`config.mk`:
```
export PLATFORM = sky130hd
export DESIGN_NAME = spc_counter_top
export DESIGN_NICKNAME = d
export VERILOG_FILES = /design/src/shared/spc_pkg.sv /design/src/rtl/spc_carry_dec.sv /design/src/rtl/spc_cnt_core.sv /design/src/rtl/spc_counter_top.sv
export SDC_FILE = /design/constraint.sdc
export NUM_CORES = 1
export LEC_CHECK = 0
export BUFFER_PORTS_ARGS = -buffer_cell sky130_fd_sc_hd__buf_2
export CAP_MARGIN = 20
export CORE_MARGIN = 2
export CORE_UTILIZATION = 38
export CTS_CLUSTER_DIAMETER = 100
export DETAILED_ROUTE_END_ITERATION = 10
export MAX_ROUTING_LAYER = met4
export PLACE_DENSITY_LB_ADDON = 0.15
export SLEW_MARGIN = 20
export SYNTH_ARGS = -nofsm -noshare
export SYNTH_HDL_FRONTEND = slang
export SYNTH_SLANG_ARGS = --single-unit
```
`constraint.sdc`:
```
create_clock -name aclk -period 1 [get_ports aclk]
set_input_delay 0.05 -clock aclk [delete_from_list [all_inputs] [get_ports aclk]]
set_output_delay 0.05 -clock aclk [all_outputs]
set_load 0.005 [all_outputs]
```
`src/shared/spc_pkg.sv`:
```
// Constants and types shared by the presettable counter design
package spc_pkg;

    // Counter geometry
    localparam int SPC_W = 4;
    typedef logic [SPC_W-1:0] spc_count_t;
    localparam spc_count_t SPC_ZERO = 4'h0;
    localparam spc_count_t SPC_MAX  = 4'hf;
    localparam spc_count_t SPC_STEP = 4'h1;

    // Register bus geometry
    localparam int SPC_AW = 4;
    localparam int SPC_DW = 32;
    typedef logic [SPC_AW-1:0] spc_addr_t;
    typedef logic [SPC_DW-1:0] spc_data_t;

    // Register byte offsets
    localparam spc_addr_t SPC_OFF_CTRL   = 4'h0;
    localparam spc_addr_t SPC_OFF_PRESET = 4'h4;
    localparam spc_addr_t SPC_OFF_STATUS = 4'h8;

    // Control register fields (write-one strobes, read as zero)
    localparam int SPC_CTRL_CLEAR_BIT = 0;
    localparam int SPC_CTRL_LOAD_BIT  = 1;

    // Status register fields
    localparam int SPC_ST_COUNT_LSB   = 0;
    localparam int SPC_ST_CARRY_BIT   = 4;
    localparam int SPC_ST_CGATE_BIT   = 5;
    localparam int SPC_ST_KGATE_BIT   = 6;

    // Reset values
    localparam spc_count_t SPC_PRESET_RST = 4'h0;
    localparam spc_data_t  SPC_DATA_ZERO  = 32'h0000_0000;
    localparam spc_addr_t  SPC_ADDR_ZERO  = 4'h0;

    // Bus responses
    localparam logic [1:0] SPC_RESP_OKAY   = 2'h0;
    localparam logic [1:0] SPC_RESP_SLVERR = 2'h2;

    // One clock edge worth of counter command; the core applies the priority
    typedef struct packed {
        logic       clear;
        logic       load;
        logic       enable;
        spc_count_t data;
    } spc_cmd_s;

endpackage : spc_pkg

```
`src/rtl/spc_carry_dec.sv`:
```
// Terminal-carry decode for one counter stage
`timescale 1ns/1ns
module spc_carry_dec
    import spc_pkg::*;
#(
    parameter int W = SPC_W
)
(
    // Stage state
    input  wire logic [W-1:0] count,
    input  wire logic         carry_gate,
    // Decode
    output logic              carry
);

    // Gate enters only here so a cascade needs no extra logic downstream
    assign carry = (&count) & carry_gate;

endmodule : spc_carry_dec

```
`src/rtl/spc_cnt_core.sv`:
```
// Four-bit synchronous presettable counter core
`timescale 1ns/1ns
module spc_cnt_core
    import spc_pkg::*;
(
    // Clock and reset
    input  wire logic       aclk,
    input  wire logic       aresetn,
    // Command for this edge
    input  spc_cmd_s        cmd,
    // State
    output spc_count_t      count_r
);

    spc_count_t count_nxt;

    // Clear beats load, load beats counting, else hold
    always_comb
    begin
        if (cmd.clear)
        begin
            count_nxt = SPC_ZERO;
        end
        else if (cmd.load)
        begin
            count_nxt = cmd.data;
        end
        else if (cmd.enable)
        begin
            // Plain binary step; fifteen wraps to zero by width
            count_nxt = spc_count_t'(count_r + SPC_STEP);
        end
        else
        begin
            count_nxt = count_r;
        end
    end

    // All bits share one edge, so outputs never show ripple values
    always_ff @(posedge aclk)
    begin
        if (!aresetn)
        begin
            count_r <= SPC_ZERO;
        end
        else
        begin
            count_r <= count_nxt;
        end
    end

endmodule : spc_cnt_core

```
`src/rtl/spc_counter_top.sv`:
```
// Presettable counter with pin controls and an AXI4-Lite register slave
`timescale 1ns/1ns
module spc_counter_top
    import spc_pkg::*;
(
    // Clock and reset
    input  wire logic         aclk,
    input  wire logic         aresetn,
    // Counter control pins
    input  wire logic         sync_zero_n,
    input  wire logic         preset_load_n,
    input  wire logic [3:0]   preset_data,
    input  wire logic         count_gate_in,
    input  wire logic         carry_gate_in,
    // Counter outputs
    output logic              count_out_bit0,
    output logic              count_out_bit1,
    output logic              count_out_bit2,
    output logic              count_out_bit3,
    output logic              terminal_carry_out,
    // AXI4-Lite write address
    input  wire logic [3:0]   s_axil_awaddr,
    input  wire logic         s_axil_awvalid,
    output logic              s_axil_awready,
    // AXI4-Lite write data
    input  wire logic [31:0]  s_axil_wdata,
    input  wire logic [3:0]   s_axil_wstrb,
    input  wire logic         s_axil_wvalid,
    output logic              s_axil_wready,
    // AXI4-Lite write response
    output logic [1:0]        s_axil_bresp,
    output logic              s_axil_bvalid,
    input  wire logic         s_axil_bready,
    // AXI4-Lite read address
    input  wire logic [3:0]   s_axil_araddr,
    input  wire logic         s_axil_arvalid,
    output logic              s_axil_arready,
    // AXI4-Lite read data
    output logic [31:0]       s_axil_rdata,
    output logic [1:0]        s_axil_rresp,
    output logic              s_axil_rvalid,
    input  wire logic         s_axil_rready
);

    spc_cmd_s   cmd;
    spc_count_t count_r;
    logic       carry;

    logic       awready_r;
    logic       wready_r;
    logic       bvalid_r;
    logic [1:0] bresp_r;
    logic       arready_r;
    logic       rvalid_r;
    logic [1:0] rresp_r;
    spc_data_t  rdata_r;

    logic       aw_got_r;
    logic       w_got_r;
    spc_addr_t  waddr_r;
    spc_data_t  wdata_r;
    logic [3:0] wstrb_r;
    logic       wr_go;

    spc_count_t preset_r;
    logic       sw_clear_r;
    logic       sw_load_r;

    // Command assembly: pins and software strobes share one priority
    always_comb
    begin
        cmd.clear  = !sync_zero_n || sw_clear_r;
        cmd.load   = !preset_load_n || sw_load_r;
        cmd.enable = count_gate_in && carry_gate_in;
        // A pin load on the same edge wins over the software preset
        cmd.data   = preset_load_n ? preset_r : preset_data;
    end

    spc_cnt_core u_core (
        .aclk    (aclk),
        .aresetn (aresetn),
        .cmd     (cmd),
        .count_r (count_r)
    );

    spc_carry_dec #(
        .W (SPC_W)
    ) u_carry (
        .count      (count_r),
        .carry_gate (carry_gate_in),
        .carry      (carry)
    );

    // Bit n of the count drives output n
    assign count_out_bit0 = count_r[0];
    assign count_out_bit1 = count_r[1];
    assign count_out_bit2 = count_r[2];
    assign count_out_bit3 = count_r[3];
    // Kept combinational so a cascaded stage sees the gate with no lag
    assign terminal_carry_out = carry;

    assign s_axil_awready = awready_r;
    assign s_axil_wready  = wready_r;
    assign s_axil_bvalid  = bvalid_r;
    assign s_axil_bresp   = bresp_r;
    assign s_axil_arready = arready_r;
    assign s_axil_rvalid  = rvalid_r;
    assign s_axil_rresp   = rresp_r;
    assign s_axil_rdata   = rdata_r;

    // Write commits once both address and data have been captured
    assign wr_go = aw_got_r && w_got_r && !bvalid_r;

    // Write address channel
    always_ff @(posedge aclk)
    begin
        if (!aresetn)
        begin
            awready_r <= 1'b1;
            aw_got_r  <= 1'b0;
            waddr_r   <= SPC_ADDR_ZERO;
        end
        else if (s_axil_awvalid && awready_r)
        begin
            awready_r <= 1'b0;
            aw_got_r  <= 1'b1;
            waddr_r   <= s_axil_awaddr;
        end
        else if (wr_go)
        begin
            aw_got_r  <= 1'b0;
        end
        else if (bvalid_r && s_axil_bready)
        begin
            awready_r <= 1'b1;
        end
    end

    // Write data channel
    always_ff @(posedge aclk)
    begin
        if (!aresetn)
        begin
            wready_r <= 1'b1;
            w_got_r  <= 1'b0;
            wdata_r  <= SPC_DATA_ZERO;
            wstrb_r  <= 4'h0;
        end
        else if (s_axil_wvalid && wready_r)
        begin
            wready_r <= 1'b0;
            w_got_r  <= 1'b1;
            wdata_r  <= s_axil_wdata;
            wstrb_r  <= s_axil_wstrb;
        end
        else if (wr_go)
        begin
            w_got_r  <= 1'b0;
        end
        else if (bvalid_r && s_axil_bready)
        begin
            wready_r <= 1'b1;
        end
    end

    // Write response; status is read-only so a write there is refused
    always_ff @(posedge aclk)
    begin
        if (!aresetn)
        begin
            bvalid_r <= 1'b0;
            bresp_r  <= SPC_RESP_OKAY;
        end
        else if (wr_go)
        begin
            bvalid_r <= 1'b1;
            if (waddr_r == SPC_OFF_CTRL)
            begin
                bresp_r <= SPC_RESP_OKAY;
            end
            else if (waddr_r == SPC_OFF_PRESET)
            begin
                bresp_r <= SPC_RESP_OKAY;
            end
            else
            begin
                bresp_r <= SPC_RESP_SLVERR;
            end
        end
        else if (bvalid_r && s_axil_bready)
        begin
            bvalid_r <= 1'b0;
        end
    end

    // Preset holding register, byte lane 0 only
    always_ff @(posedge aclk)
    begin
        if (!aresetn)
        begin
            preset_r <= SPC_PRESET_RST;
        end
        else if (wr_go && waddr_r == SPC_OFF_PRESET && wstrb_r[0])
        begin
            preset_r <= wdata_r[SPC_W-1:0];
        end
    end

    // Software strobes last one cycle and act at the following edge
    always_ff @(posedge aclk)
    begin
        if (!aresetn)
        begin
            sw_clear_r <= 1'b0;
            sw_load_r  <= 1'b0;
        end
        else if (wr_go && waddr_r == SPC_OFF_CTRL && wstrb_r[0])
        begin
            sw_clear_r <= wdata_r[SPC_CTRL_CLEAR_BIT];
            sw_load_r  <= wdata_r[SPC_CTRL_LOAD_BIT];
        end
        else
        begin
            sw_clear_r <= 1'b0;
            sw_load_r  <= 1'b0;
        end
    end

    // Read channel; status is sampled at the address handshake
    always_ff @(posedge aclk)
    begin
        if (!aresetn)
        begin
            arready_r <= 1'b1;
            rvalid_r  <= 1'b0;
            rresp_r   <= SPC_RESP_OKAY;
            rdata_r   <= SPC_DATA_ZERO;
        end
        else if (s_axil_arvalid && arready_r)
        begin
            arready_r <= 1'b0;
            rvalid_r  <= 1'b1;
            rresp_r   <= SPC_RESP_OKAY;
            rdata_r   <= SPC_DATA_ZERO;
            if (s_axil_araddr == SPC_OFF_CTRL)
            begin
                rdata_r <= SPC_DATA_ZERO;
            end
            else if (s_axil_araddr == SPC_OFF_PRESET)
            begin
                rdata_r[SPC_W-1:0] <= preset_r;
            end
            else if (s_axil_araddr == SPC_OFF_STATUS)
            begin
                rdata_r[SPC_ST_COUNT_LSB +: SPC_W] <= count_r;
                rdata_r[SPC_ST_CARRY_BIT] <= carry;
                rdata_r[SPC_ST_CGATE_BIT] <= carry_gate_in;
                rdata_r[SPC_ST_KGATE_BIT] <= count_gate_in;
            end
            else
            begin
                rresp_r <= SPC_RESP_SLVERR;
            end
        end
        else if (rvalid_r && s_axil_rready)
        begin
            rvalid_r  <= 1'b0;
            arready_r <= 1'b1;
        end
    end
endmodule : spc_counter_top

```
### Yosys cells after proc, flatten, opt, wreduce, memory -nomap -nowiden

Cells that the tools add are included.
Widths: inputs -> output; s select.

| cells by class | value |
|---|---|
| add/subtract/negate cells | 1 |
| eq/ne operators | 5 |
| mux-type cells | 25 |
| bitwise logic cells | 2 |
| reduce and logical (&&, ||, !) cells | 31 |

Operators by type and width:

| cell | number |
|---|---|
| $mux 4 | 4 |
| $mux 7 | 2 |
| $reduce_bool 2->1 | 7 |
| $mux 1 | 13 |
| $logic_and 1x1->1 | 12 |
| $mux 2 | 5 |
| $eq 4x3->1 const B | 2 |
| $logic_not 4->1 | 2 |
| $reduce_and 2->1 | 3 |
| $add 4x1->4 const B | 1 |
| $eq 4x4->1 const B | 1 |
| $ne 2x1->1 const B | 2 |
| $reduce_and 4->1 | 1 |
| $logic_not 1->1 | 3 |
| $mux 3 | 1 |
| $logic_or 1x1->1 | 2 |
| $reduce_or 2->1 | 1 |
| $and 1x1->1 | 1 |
| $not 1->1 | 1 |

| word-level totals | value |
|---|---|
| register bits | 37 |
| input bits | 59 |
| output and inout bits | 46 |
| logic and storage cells | 81 |

### Logic depth before layout (Yosys ltp)

Gate-level depths: netlist of the first run.

| logic depth | value |
|---|---|
| depth after elaboration | 5 |
| gate-level depth with buffers | 5 |
| depth with buffers taken out | 5 |

### Cells and area by module

A second synthesis of the first run with hierarchy kept.

| unflattened totals | value |
|---|---|
| cells, all modules | 189 |
| area, all modules | 1665.3 µm² |

By module, submodules not included:

| module | times used | cells each | area an instance (µm²) | seq. area each (µm²) |
|---|---|---|---|---|
| spc_counter_top | 1 | 163 | 1453.9 | 620.6 |
| spc_cnt_core | 1 | 23 | 198.9 | 80.1 |
| spc_carry_dec | 1 | 3 | 12.5 | 0.0 |

### Worst setup path before layout of the first run

No wires, ideal clock.

| path | value |
|---|---|
| kind | flip-flop to flip-flop |
| from | register bvalid_r, in the netlist s_axil_bvalid |
| to | register preset_r[0] |
| library setup time | 0.116 ns |
| arrival time | 1.008 ns |
| required time | 0.884 ns |
| slack | -0.124 ns |
| cell stages (with the launch flop) | 5 |
| buffers on the path | 0 |
| clock period less this slack | 1.124 ns |
| cells stage by stage | dfxtp_1 and3b_2 nand4_4 mux2i_1 nor2b_1 |

| between the ends | value |
|---|---|
| cells in the longest elaborated chain, start to end | 4 |

RTL lines:

| what | RTL line | source |
|---|---|---|
| from (decl) | spc_counter_top.sv:51 | `logic bvalid_r;` |
| from (signal assigned) | spc_counter_top.sv:171 | `bvalid_r <= 1'b0;` |
| from (signal assigned) | spc_counter_top.sv:176 | `bvalid_r <= 1'b1;` |
| from (signal assigned) | spc_counter_top.sv:192 | `bvalid_r <= 1'b0;` |
| $logic_not 1->1 | spc_counter_top.sv:112 | `assign wr_go = aw_got_r && w_got_r && !bvalid_r;` |
| $logic_and 1x1->1 | spc_counter_top.sv:112 |  |
| $logic_and 1x1->1 (2 in series) | spc_counter_top.sv:203 | `else if (wr_go && waddr_r == SPC_OFF_PRESET && wstrb_r[0])` |
| to (signal assigned) | spc_counter_top.sv:205 | `preset_r <= wdata_r[SPC_W-1:0];` |
| to (decl) | spc_counter_top.sv:65 | `spc_count_t preset_r;` |

Every way passes these cells.
A chain may end at the register's enable or synchronous reset.

### Worst setup path in the final report of the first run

| path | value |
|---|---|
| from | register u_core.count_r[1] |
| to | output terminal_carry_out |

| between the ends | value |
|---|---|
| cells in the longest elaborated chain, start to end | 2 |

RTL lines:

| what | RTL line | source |
|---|---|---|
| from (decl) | spc_cnt_core.sv:12 | `output spc_count_t count_r` |
| from (signal assigned) | spc_cnt_core.sv:48 | `count_r <= count_nxt;` |
| $reduce_and 4->1 | spc_carry_dec.sv:17 | `assign carry = (&count) & carry_gate;` |
| $and 1x1->1 | spc_carry_dec.sv:17 |  |
| to (decl) | spc_counter_top.sv:20 | `output logic terminal_carry_out,` |

Every way passes these cells.

==> metrics.md, run 1 <==
| Metric | Value |
|---|---|
| Status | `finished with violations` |
| Failing checks | `setup timing` |
| Routed WL per cell | `around 12 µm` |
| Top Ports | `105` |
| Vias/cell | `approximately 4.5` |
| Post-DP HPWL | `2750 µm` |
| CTS sink cnt | `35` |
| GPL Wtd Cong | `just under 0.8` |
| CTS tree | `yes` |
| Die height | `71.1 µm` |
| Vias | `1,450` |
| Layout cells sized above 1 | `36.3%` |
| WL met2 | `1660 µm` |
| Final Hold Viols | `0` |
| Slew Viols, Final | `0` |
| Global Route Usage Sum | `15.9%` |
| Period utilization | `117%` |
| # setup viols final | `13` |
| CP startpoint | `u_core.count_r[1]` |
| Yosys warnings | `0` |
| Clk buf depth | `2` |
| Worst min path class | `primary input to flop` |
| Post-synthesis sequential area ratio | `between 40 and 50%` |
| Clock Skew | `7.95 ps` |
| Finished Cell Area | `2240 µm²` |
| Worst vdd ir | `between 0.7 and 0.8 mV` |
| DR DRC count | `0` |
| FF-to-FF setup slack | `-130 ps` |
| TNS Setup | `-1140 ps` |
| Synth-to-Final Area Change | `30.8%` |
| Kind of critical path | `flop to output port` |
| Starting Density | `39.3%` |
| Post-Syn Area per Cell | `8.65 µm²` |
| Wl on met1 | `1740 µm` |
| Reg2reg end | `preset_r[3]` |
| H-tree Lvls | `2` |
| Iteration-0 DRC count of the detailed router | `73` |
| Core Util, Final | `51.4%` |
| Final worst slack | `-174 ps` |
| Setup crit end kind | `output port` |
| FF-to-FF path depth | `4` |
| Die Wd | `71.1 µm` |
| Mapped cell area | `1710 µm²` |
| Pwr Density | `1440 nW/µm²` |
| ANT nets after route | `0` |
| Fillcell total | `450` |
| WL final | `3700 µm` |
| Highest metal used | `met4` |
| Initial antenna violation count | `0` |
| Most common cell after layout, fill and taps aside | `buf_2` |
| Largest net degree at the start of global routing | `20` |
| Distinct cells, synth | `36` |
| WP data arrival | `between 1000 and 1500 ps` |
| Root Driver | `clkbuf_8` |
| Synth Register Bits | `35` |
| Crit path max fanout | `3` |
| Post-layout min period | `1170 ps` |
| Residual overflow from global routing | `0` |
| Most frequent cells in the layout | `46 x buf_2, 33 x nand2_1, 27 x conb_1, 26 x dfxtp_1, 16 x buf_4` |
| CTS clk-pin slew, worst paths | `70 ps` |
| Place WS | `-137 ps` |
| # rows | `24` |
| F_max | `about 0.85 GHz` |
| Met3 routed WL | `between 200 and 250 µm` |
| Gate Count Post-Synth | `198` |
| CP Launch Type | `flop` |
| Placed inst area | `2000 µm²` |
| Core Footprint | `4350 µm²` |
| Antenna Cells | `0` |
| Die ar. | `5060 µm²` |
| Clock Latency Late Sink | `approximately 290 ps` |
| # nets final | `326` |
| First-pass GRT wire length | `6110 µm` |
| Leak | `1.02 nW` |
| Vias in the first global route | `around 1,300` |
| Crit Reg-Reg Startpoint | `waddr_r[3]` |
| CTS Buf Count | `5` |
| RSZ-0062 raised after global routing | `yes` |
| Max_cap viols | `0` |
| CP required | `950 ps` |
| CP Capture Point | `terminal_carry_out` |
| PortBufs | `46` |
| First-pass DRT Iterations | `4` |
## layer usage
metal	track usage [%]	vias to the layer above
met2	23.6	45
met4	6.08	0
met5	-	-
met1	20.0	645
met3	5.56	7
li1	-	753
## where the power goes
part / switching [mW] / total (mW) / internal (mW)
Sequential: 0.0460 / 1.50 / 1.45
Combinational: 0.207 / 0.402 / 0.194
Clock: 0.513 / 1.32 / 0.806
Total: 0.766 / 3.22 / 2.45
## registers in the layout, summed over array words and instances (netlist names), 4 cells and up
signal	count
preset_r	4
u_core.count_r	4
s_axil_rdata	7
waddr_r	4
wdata_r	4
## kinds of logic after synthesis
logic type / share of synthesized area (%)
buf+inv: 14.3
fa+ha+maj: 0.730
simple gates: 22.4
xor+xnor: 0.511
mux: 3.51
other cells: 0.219
flops: 40.9
compound gates: 17.5
## repair_timing
| action | in CTS | in global routing |
|---|---|---|
| hold buffers | 4 | 0 |
| gates resized for setup | 12 | 7 |
| buffers inserted | 4 | 0 |
| setup endpoints to repair | 17 | 22 |
| hold endpoints to repair | 4 | 0 |
| pin swaps | 9 | 4 |
## worst min-delay path by stage
stage	slack, ps	cells after the start	endpoint	from
2_1_floorplan	190	2	waddr_r[3]	s_axil_awaddr[3]
3_5_place_dp	310	3	wstrb_r[0]	s_axil_wstrb[0]
6_report	6	3	waddr_r[2]	s_axil_awaddr[2]
4_1_cts	0.09	3	wdata_r[3]	s_axil_wdata[3]
5_1_grt	10	3	waddr_r[2]	s_axil_awaddr[2]
3_3_place_gp	310	3	wstrb_r[0]	s_axil_wstrb[0]
## worst max-delay path, cell delays in order (launching register included)
cell     delay (ps)
dfxtp_4         350
ha_4            150
and4_1          200
buf_2           130
## final cells by class
cell class              instances  area [µm²]  share of cell area [%]
clock buffers                   6        82.6                    3.69
clock inverters                 2        35.0                    1.56
inverters                       5        18.8                   0.838
multi-input cells             152         920                    41.1
flip-flops and latches         35         717                    32.0
well taps                      52        65.1                    2.91
repair buffers                 67         402                    17.9
## synthesized netlist by cell type
cell type   n  area share (%)
buf_2       1            0.29
a32oi_1     1            0.51
o21a_1      1            0.44
a21boi_0   14             6.1
a21boi_1    1            0.44
nor2b_4     1            0.80
a21oi_1     7             2.0
inv_1       5             1.1
nor2b_1     6             2.2
buf_4      28              12
nand3b_1    1            0.44
nand4_1     1            0.37
dfxtp_1    35              41
xnor2_1     1            0.51
o21ai_0    12             3.5
o211ai_1    3             1.3
and4_1      1            0.51
and2b_1     1            0.44
ha_1        1            0.73
conb_1      1            0.22
a31oi_1     1            0.37
nor3_4      1            0.95
a22oi_1     4             1.8
nand2_2     1            0.37
mux2i_1     6             3.5
nor2_1      7             1.5
a211oi_1    1            0.44
nand3_1     6             1.8
nand2b_1    2            0.73
a311oi_1    1            0.51
and2_1      6             2.2
nor4b_1     2             1.0
clkbuf_1    3            0.66
and3b_2     1            0.58
nand4_4     1             1.2
nand2_1    33             7.2
## per-stage QoR
stage,instances,hold slack (ps),power [mW]
final,319,5.80,3.22
after global routing,319,11.5,3.39
after CTS,319,0.0929,3.26
after detailed placement,303,307,1.90
after global placement,303,305,1.90
after floorplan,224,195,1.81
Note: power is estimated with default switching activity, not from simulation.
==> run 2, diff against run 1 <==
--- a/config.mk
+++ b/config.mk
@@ -12,7 +12,7 @@
 export CTS_CLUSTER_DIAMETER = 100
 export DETAILED_ROUTE_END_ITERATION = 10
 export MAX_ROUTING_LAYER = met4
-export PLACE_DENSITY_LB_ADDON = 0.15
+export PLACE_DENSITY = 0.75
 export SLEW_MARGIN = 20
 export SYNTH_ARGS = -nofsm -noshare
 export SYNTH_HDL_FRONTEND = slang
==> metrics.md, run 2 (synthesis gave the netlist of run 1 again) <==
| Metric | Value |
|---|---|
| Vias in the first global route | `1,351 (+3.0%)` |
| Fillcell total | `407 (-9.6%)` |
| Cell-by-cell trace of the critical path | `ha_4 > and4_1 > buf_2` |
| Global Route Usage Sum | `15.1% (-0.88 points)` |
| # nets final | `324 (-0.61%)` |
| Reg2reg end | `preset_r[0]` |
| WP data arrival | `1120 ps (about the same)` |
| CTS sink cnt | `35 (unchanged)` |
| FF-to-FF path depth | `4 (unchanged)` |
| Pint | `2.14 mW (-13%)` |
| Reg area | `714 µm² (-0.35%)` |
| Leak | `1.01 nW (-0.99%)` |
| DR DRC count | `0 (unchanged)` |
| Most frequent cells in the layout | `44 x buf_2, 30 x nand2_1, 27 x conb_1, 26 x dfxtp_1` |
| First-pass GRT wire length | `5820 µm (-4.9%)` |
| Synth-to-Final Area Change | `29.1%` |
| Core Footprint | `4350 µm² (unchanged)` |
| Worst Hold Depth | `3 (unchanged)` |
| CTS Hold Bufs | `0 (-4)` |
| GPL Wtd Cong | `0.862 (+9.4%)` |
| Vias/cell | `4.73 (+4.0%)` |
| First-pass DRT Iterations | `4 (unchanged)` |
| Routed WL per cell | `11.4 µm (-1.8%)` |
| CP required | `950 ps (about the same)` |
| CTS Buf Count | `5 (unchanged)` |
| Top Ports | `105 (unchanged)` |
| RSZ-0062 raised after global routing | `yes` |
| Pwr Density | `1310 nW/µm² (-9.2%)` |
| CP Launch Type | `flop` |
| Clk buf depth | `2 (unchanged)` |
| Antenna Cells | `0 (unchanged)` |
| CTS clk-pin slew, worst paths | `70 ps (about the same)` |
| Vias | `1,498 (+3.3%)` |
| # setup viols final | `14 (+1)` |
| Most common cell after layout, fill and taps aside | `buf_2` |
| Clock share of power | `33.8% (-7.2 points)` |
| Status | `finished with violations` |
| Hold path endpoint | `waddr_r[1]` |
| Combinational Power Share | `14.2% (+1.7 points)` |
| Die ar. | `5060 µm² (unchanged)` |
| Die Wd | `71.1 µm (unchanged)` |
| Slowest-stage cell, CP | `dfxtp_4` |
| Min-delay src | `s_axil_awaddr[1]` |
| Root Driver | `clkbuf_8` |
| Kind of critical path | `flop to output port` |
| Finished Cell Area | `2210 µm² (-1.3%)` |
| Sequential power share | `52.0% (+5.5 points)` |
| H-tree Lvls | `2 (unchanged)` |
| Slew Viols, Final | `0 (unchanged)` |
| FF-to-FF setup slack | `-150 ps (-20 ps)` |
| Final worst slack | `-171 ps (+3.14 ps)` |
| Crit path max fanout | `3 (unchanged)` |
| Crit Reg-Reg Startpoint | `waddr_r[1]` |
| Hold_ws | `9.95 ps (+4.15 ps)` |
| Sw power | `0.744 mW (-2.9%)` |
| Die height | `71.1 µm (unchanged)` |
| Max incr delay on CP | `350 ps (about the same)` |
| Setup crit end kind | `output port` |
| Iteration-0 DRC count of the detailed router | `58 (-21%)` |
| Multi-input logic area | `923 µm² (+0.41%)` |
| Layout cells sized above 1 | `37.4% (+1.0 points)` |
| Starting Density | `39.3% (unchanged)` |
| Max_cap viols | `0 (unchanged)` |
| CTS tree | `yes` |
| F_max | `0.854 GHz (+0.27%)` |
| Clock Skew | `8.50 ps (+0.547 ps)` |
| Failing checks | `setup timing` |
| Clock Latency Late Sink | `290 ps (about the same)` |
| Initial antenna violation count | `0 (unchanged)` |
| WL final | `3610 µm (-2.4%)` |
| # rows | `24 (unchanged)` |
| Worst min path class | `primary input to flop` |
| Largest net degree at the start of global routing | `16 (-20%)` |
| Post-layout min period | `1170 ps (-3.14 ps)` |
| Worst vdd ir | `0.797 mV (+4.8%)` |
| Max reg flops | `7 (unchanged)` |
| Sw Ratio | `25.8% (+2.0 points)` |
| Final Hold Viols | `0 (unchanged)` |
| Period utilization | `117% (-0.31 points)` |
| Overall power | `2.89 mW (-10%)` |
| Residual overflow from global routing | `0 (unchanged)` |
| Placed inst area | `2030 µm² (+1.1%)` |
| ANT nets after route | `0 (unchanged)` |
| Post-DP HPWL | `2720 µm (-1.2%)` |
| PortBufs | `46 (unchanged)` |
## run 2: what timing repair did
action,CTS,global route
setup buffers,2,1
endpoints found under the setup margin,13,29
hold endpoints to repair,0,0
pin swaps,10,6
gates resized for setup,13,14
## run 2: layer usage
layer	vias to the layer above	wire (µm)	track usage (%)
met3	6	257	5.41
met2	62	1700	23.1
met4	0	63	7.76
met1	667	1580	17.2
li1	763	-	-
met5	-	0	-
## run 2: area by class of cell
type | instances | share of cell area, %
Tap cell | 52 | 2.94
Timing Repair Buffer | 65 | 18.4
Inverter | 5 | 0.849
Multi-Input combinational cell | 152 | 41.8
Clock inverter | 1 | 0.226
Clock buffer | 7 | 3.45
Sequential cell | 35 | 32.3
## run 2: how the worst max path moves through the flow
stage	from	end	cells past startpoint
6_report	u_core.count_r[1]	terminal_carry_out	3
5_1_grt	waddr_r[1]	preset_r[0]	4
4_1_cts	u_core.count_r[1]	terminal_carry_out	3
3_5_place_dp	waddr_r[1]	preset_r[0]	4
3_3_place_gp	waddr_r[1]	sw_load_r	3
2_1_floorplan	s_axil_bvalid	preset_r[0]	4
## run 2: power groups by stage
stage / registers, mW / logic, mW / clock network, mW
global placement: 1.53 / 0.367 / 0
finish: 1.50 / 0.411 / 0.975
detailed placement: 1.53 / 0.374 / 0
CTS: 1.50 / 0.395 / 1.01
floorplan: 1.53 / 0.280 / 0
global route: 1.51 / 0.467 / 1.06
## run 2: per-stage QoR
step / setup WS (ps) / setup TNS (ps) / std cells / utilization (%)
global route: -223 / -2000 / 317 / 50.8
finish: -171 / -909 / 317 / 50.8
detailed placement: -148 / -837 / 306 / 46.5
CTS: -177 / -1150 / 316 / 49.8
floorplan: -60.9 / -468 / 224 / -
global placement: -123 / -559 / 306 / 46.5
## run 2: critical path, delay by kind of cell, from the launching register on
family                     cells  cell delay [ps]
DFF                            1              350
and+or+nand+nor                1              200
buffers and inverters          1              130
adders and majority gates      1              160
==> run 3, diff against run 2 <==
--- a/config.mk
+++ b/config.mk
@@ -9,6 +9,7 @@
 export CAP_MARGIN = 20
 export CORE_MARGIN = 2
 export CORE_UTILIZATION = 38
+export CTS_BUF_LIST = sky130_fd_sc_hd__clkbuf_4 sky130_fd_sc_hd__clkbuf_8 sky130_fd_sc_hd__clkbuf_16
 export CTS_CLUSTER_DIAMETER = 100
 export DETAILED_ROUTE_END_ITERATION = 10
 export MAX_ROUTING_LAYER = met4
==> metrics.md, run 3 (synthesis gave the netlist of run 1 again) <==
| Metric | Value |
|---|---|
| TNS Setup | `-895 ps (+14.6 ps)` |
| Core Util, Final | `50.9% (+0.17 points)` |
| Die height | `71.1 µm (unchanged)` |
| F_max | `0.856 GHz (+0.21%)` |
| Global Route Usage Sum | `15.1% (+0.030 points)` |
| # rows | `24 (unchanged)` |
| Status | `finished with violations` |
| DR DRC count | `0 (unchanged)` |
| Slew Viols, Final | `0 (unchanged)` |
| Min-delay src | `s_axil_awaddr[1]` |
| Clk buf depth | `2 (unchanged)` |
| H-tree Lvls | `2 (unchanged)` |
| Vias | `1,498 (unchanged)` |
| Max incr delay on CP | `350 ps (about the same)` |
| CP startpoint | `u_core.count_r[1]` |
| ANT nets after route | `0 (unchanged)` |
| WP data arrival | `1120 ps (about the same)` |
| Clock Skew | `6.84 ps (-1.66 ps)` |
| CTS tree | `yes` |
| CP Launch Type | `flop` |
| Routed WL per cell | `11.3 µm (-0.39%)` |
| Hold_ws | `8.01 ps (-1.95 ps)` |
| Pwr Density | `1330 nW/µm² (+1.6%)` |
| Final Hold Viols | `0 (unchanged)` |
| Antenna Cells | `0 (unchanged)` |
| Most frequent cells in the layout | `44 x buf_2, 30 x nand2_1, 27 x conb_1, 26 x dfxtp_1` |
| Max reg flops | `7 (unchanged)` |
| Slowest-stage cell, CP | `dfxtp_4` |
| Finished Layout Cells | `317 (unchanged)` |
| Clock Latency Late Sink | `290 ps (about the same)` |
| RSZ-0062 raised after global routing | `yes` |
| Die Wd | `71.1 µm (unchanged)` |
| Worst vdd ir | `0.802 mV (+0.61%)` |
| CTS clk-pin slew, worst paths | `70 ps (about the same)` |
| # nets final | `324 (unchanged)` |
| Root Driver | `clkbuf_8` |
| Largest net degree at the start of global routing | `16 (unchanged)` |
| GPL Wtd Cong | `0.862 (unchanged)` |
| FF-to-FF setup slack | `-150 ps (about the same)` |
| # placed instances | `306 (unchanged)` |
| Layout cells sized above 1 | `38.1% (+0.75 points)` |
| Post-layout min period | `1170 ps (-2.46 ps)` |
| Initial antenna violation count | `0 (unchanged)` |
| CTS Buf Count | `5 (unchanged)` |
| Die ar. | `5060 µm² (unchanged)` |
| PortBufs | `46 (unchanged)` |
| Vias in the first global route | `1,348 (-0.22%)` |
| First-pass DRT Iterations | `4 (unchanged)` |
| WL final | `3600 µm (-0.39%)` |
| # setup viols final | `13 (-1)` |
| Setup crit end kind | `output port` |
| Starting Density | `39.3% (unchanged)` |
| Synth-to-Final Area Change | `29.5%` |
| Crit Reg-Reg Startpoint | `waddr_r[1]` |
| Kind of critical path | `flop to output port` |
| Placed inst area | `2030 µm² (unchanged)` |
| First-pass GRT wire length | `5830 µm (+0.24%)` |
| Residual overflow from global routing | `0 (unchanged)` |
| Leak | `1.02 nW (+0.68%)` |
| Final worst slack | `-169 ps (+2.46 ps)` |
| Most common cell after layout, fill and taps aside | `buf_2` |
| CTS sink cnt | `35 (unchanged)` |
| Top Ports | `105 (unchanged)` |
| Period utilization | `117% (-0.25 points)` |
| Max_cap viols | `0 (unchanged)` |
| Core Footprint | `4350 µm² (unchanged)` |
| Iteration-0 DRC count of the detailed router | `56 (-3.4%)` |
| Worst min path class | `primary input to flop` |
| Cell-by-cell trace of the critical path | `ha_4 > and4_1 > buf_2` |
| Crit path max fanout | `3 (unchanged)` |
| CP required | `950 ps (about the same)` |
| Failing checks | `setup timing` |
| Post-DP HPWL | `2720 µm (unchanged)` |
| Finished Cell Area | `2220 µm² (+0.34%)` |
| Vias/cell | `4.73 (unchanged)` |
## run 3: layer usage
layer	share of wire, %	GRT usage, %	vias to the layer above
met3	7.1	5.41	7
met4	2.1	7.76	0
met1	44	17.3	670
met5	0	-	-
met2	47	23.1	58
li1	-	-	763
## run 3: path summary, 6_finish.rpt
| path | end | cells after the start |
|---|---|---|
| worst max-delay path | terminal_carry_out | 3 |
| worst min-delay path | waddr_r[1] | 3 |
| worst max register to register | preset_r[0] | 4 |
| worst min register to register | s_axil_rdata[4] | 2 |
## run 3: worst max-delay path, delay by kind of cell (launching register included)
| family | cells | cell delay (ps) |
|---|---|---|
| adders and majority gates | 1 | 160 |
| and+or+nand+nor | 1 | 200 |
| buffers and inverters | 1 | 130 |
| DFF | 1 | 350 |
## run 3: cell type report
| class | instances | area, µm² |
|---|---|---|
| multi-input combinational | 152 | 923 |
| clock buffer | 7 | 83.8 |
| inverter | 5 | 18.8 |
| clock inverter | 1 | 5.00 |
| timing repair buffer | 65 | 408 |
| sequential | 35 | 714 |
| tap | 52 | 65.1 |
| fill | 406 | 2140 |
## run 3: metrics by stage
stage                     total power [mW]  setup slack, ps
after floorplan                       1.81            -60.9
after global placement                1.89             -123
after detailed placement              1.90             -148
after CTS                             2.95             -177
after global routing                  3.09             -223
final                                 2.94             -169
## run 3: timing repair
action	4_1_cts	5_1_grt
gates cloned	0	0
endpoints found under the hold margin	0	0
setup endpoints to repair	13	29
resized for setup	11	16
hold buffers	0	0
buffers inserted	2	1
pin swaps	10	6
## run 3: power breakdown
| part | total, mW | internal, mW | switching [mW] |
|---|---|---|---|
| sequential | 1.50 | 1.45 | 0.0458 |
| combinational | 0.411 | 0.200 | 0.211 |
| clock | 1.03 | 0.543 | 0.490 |
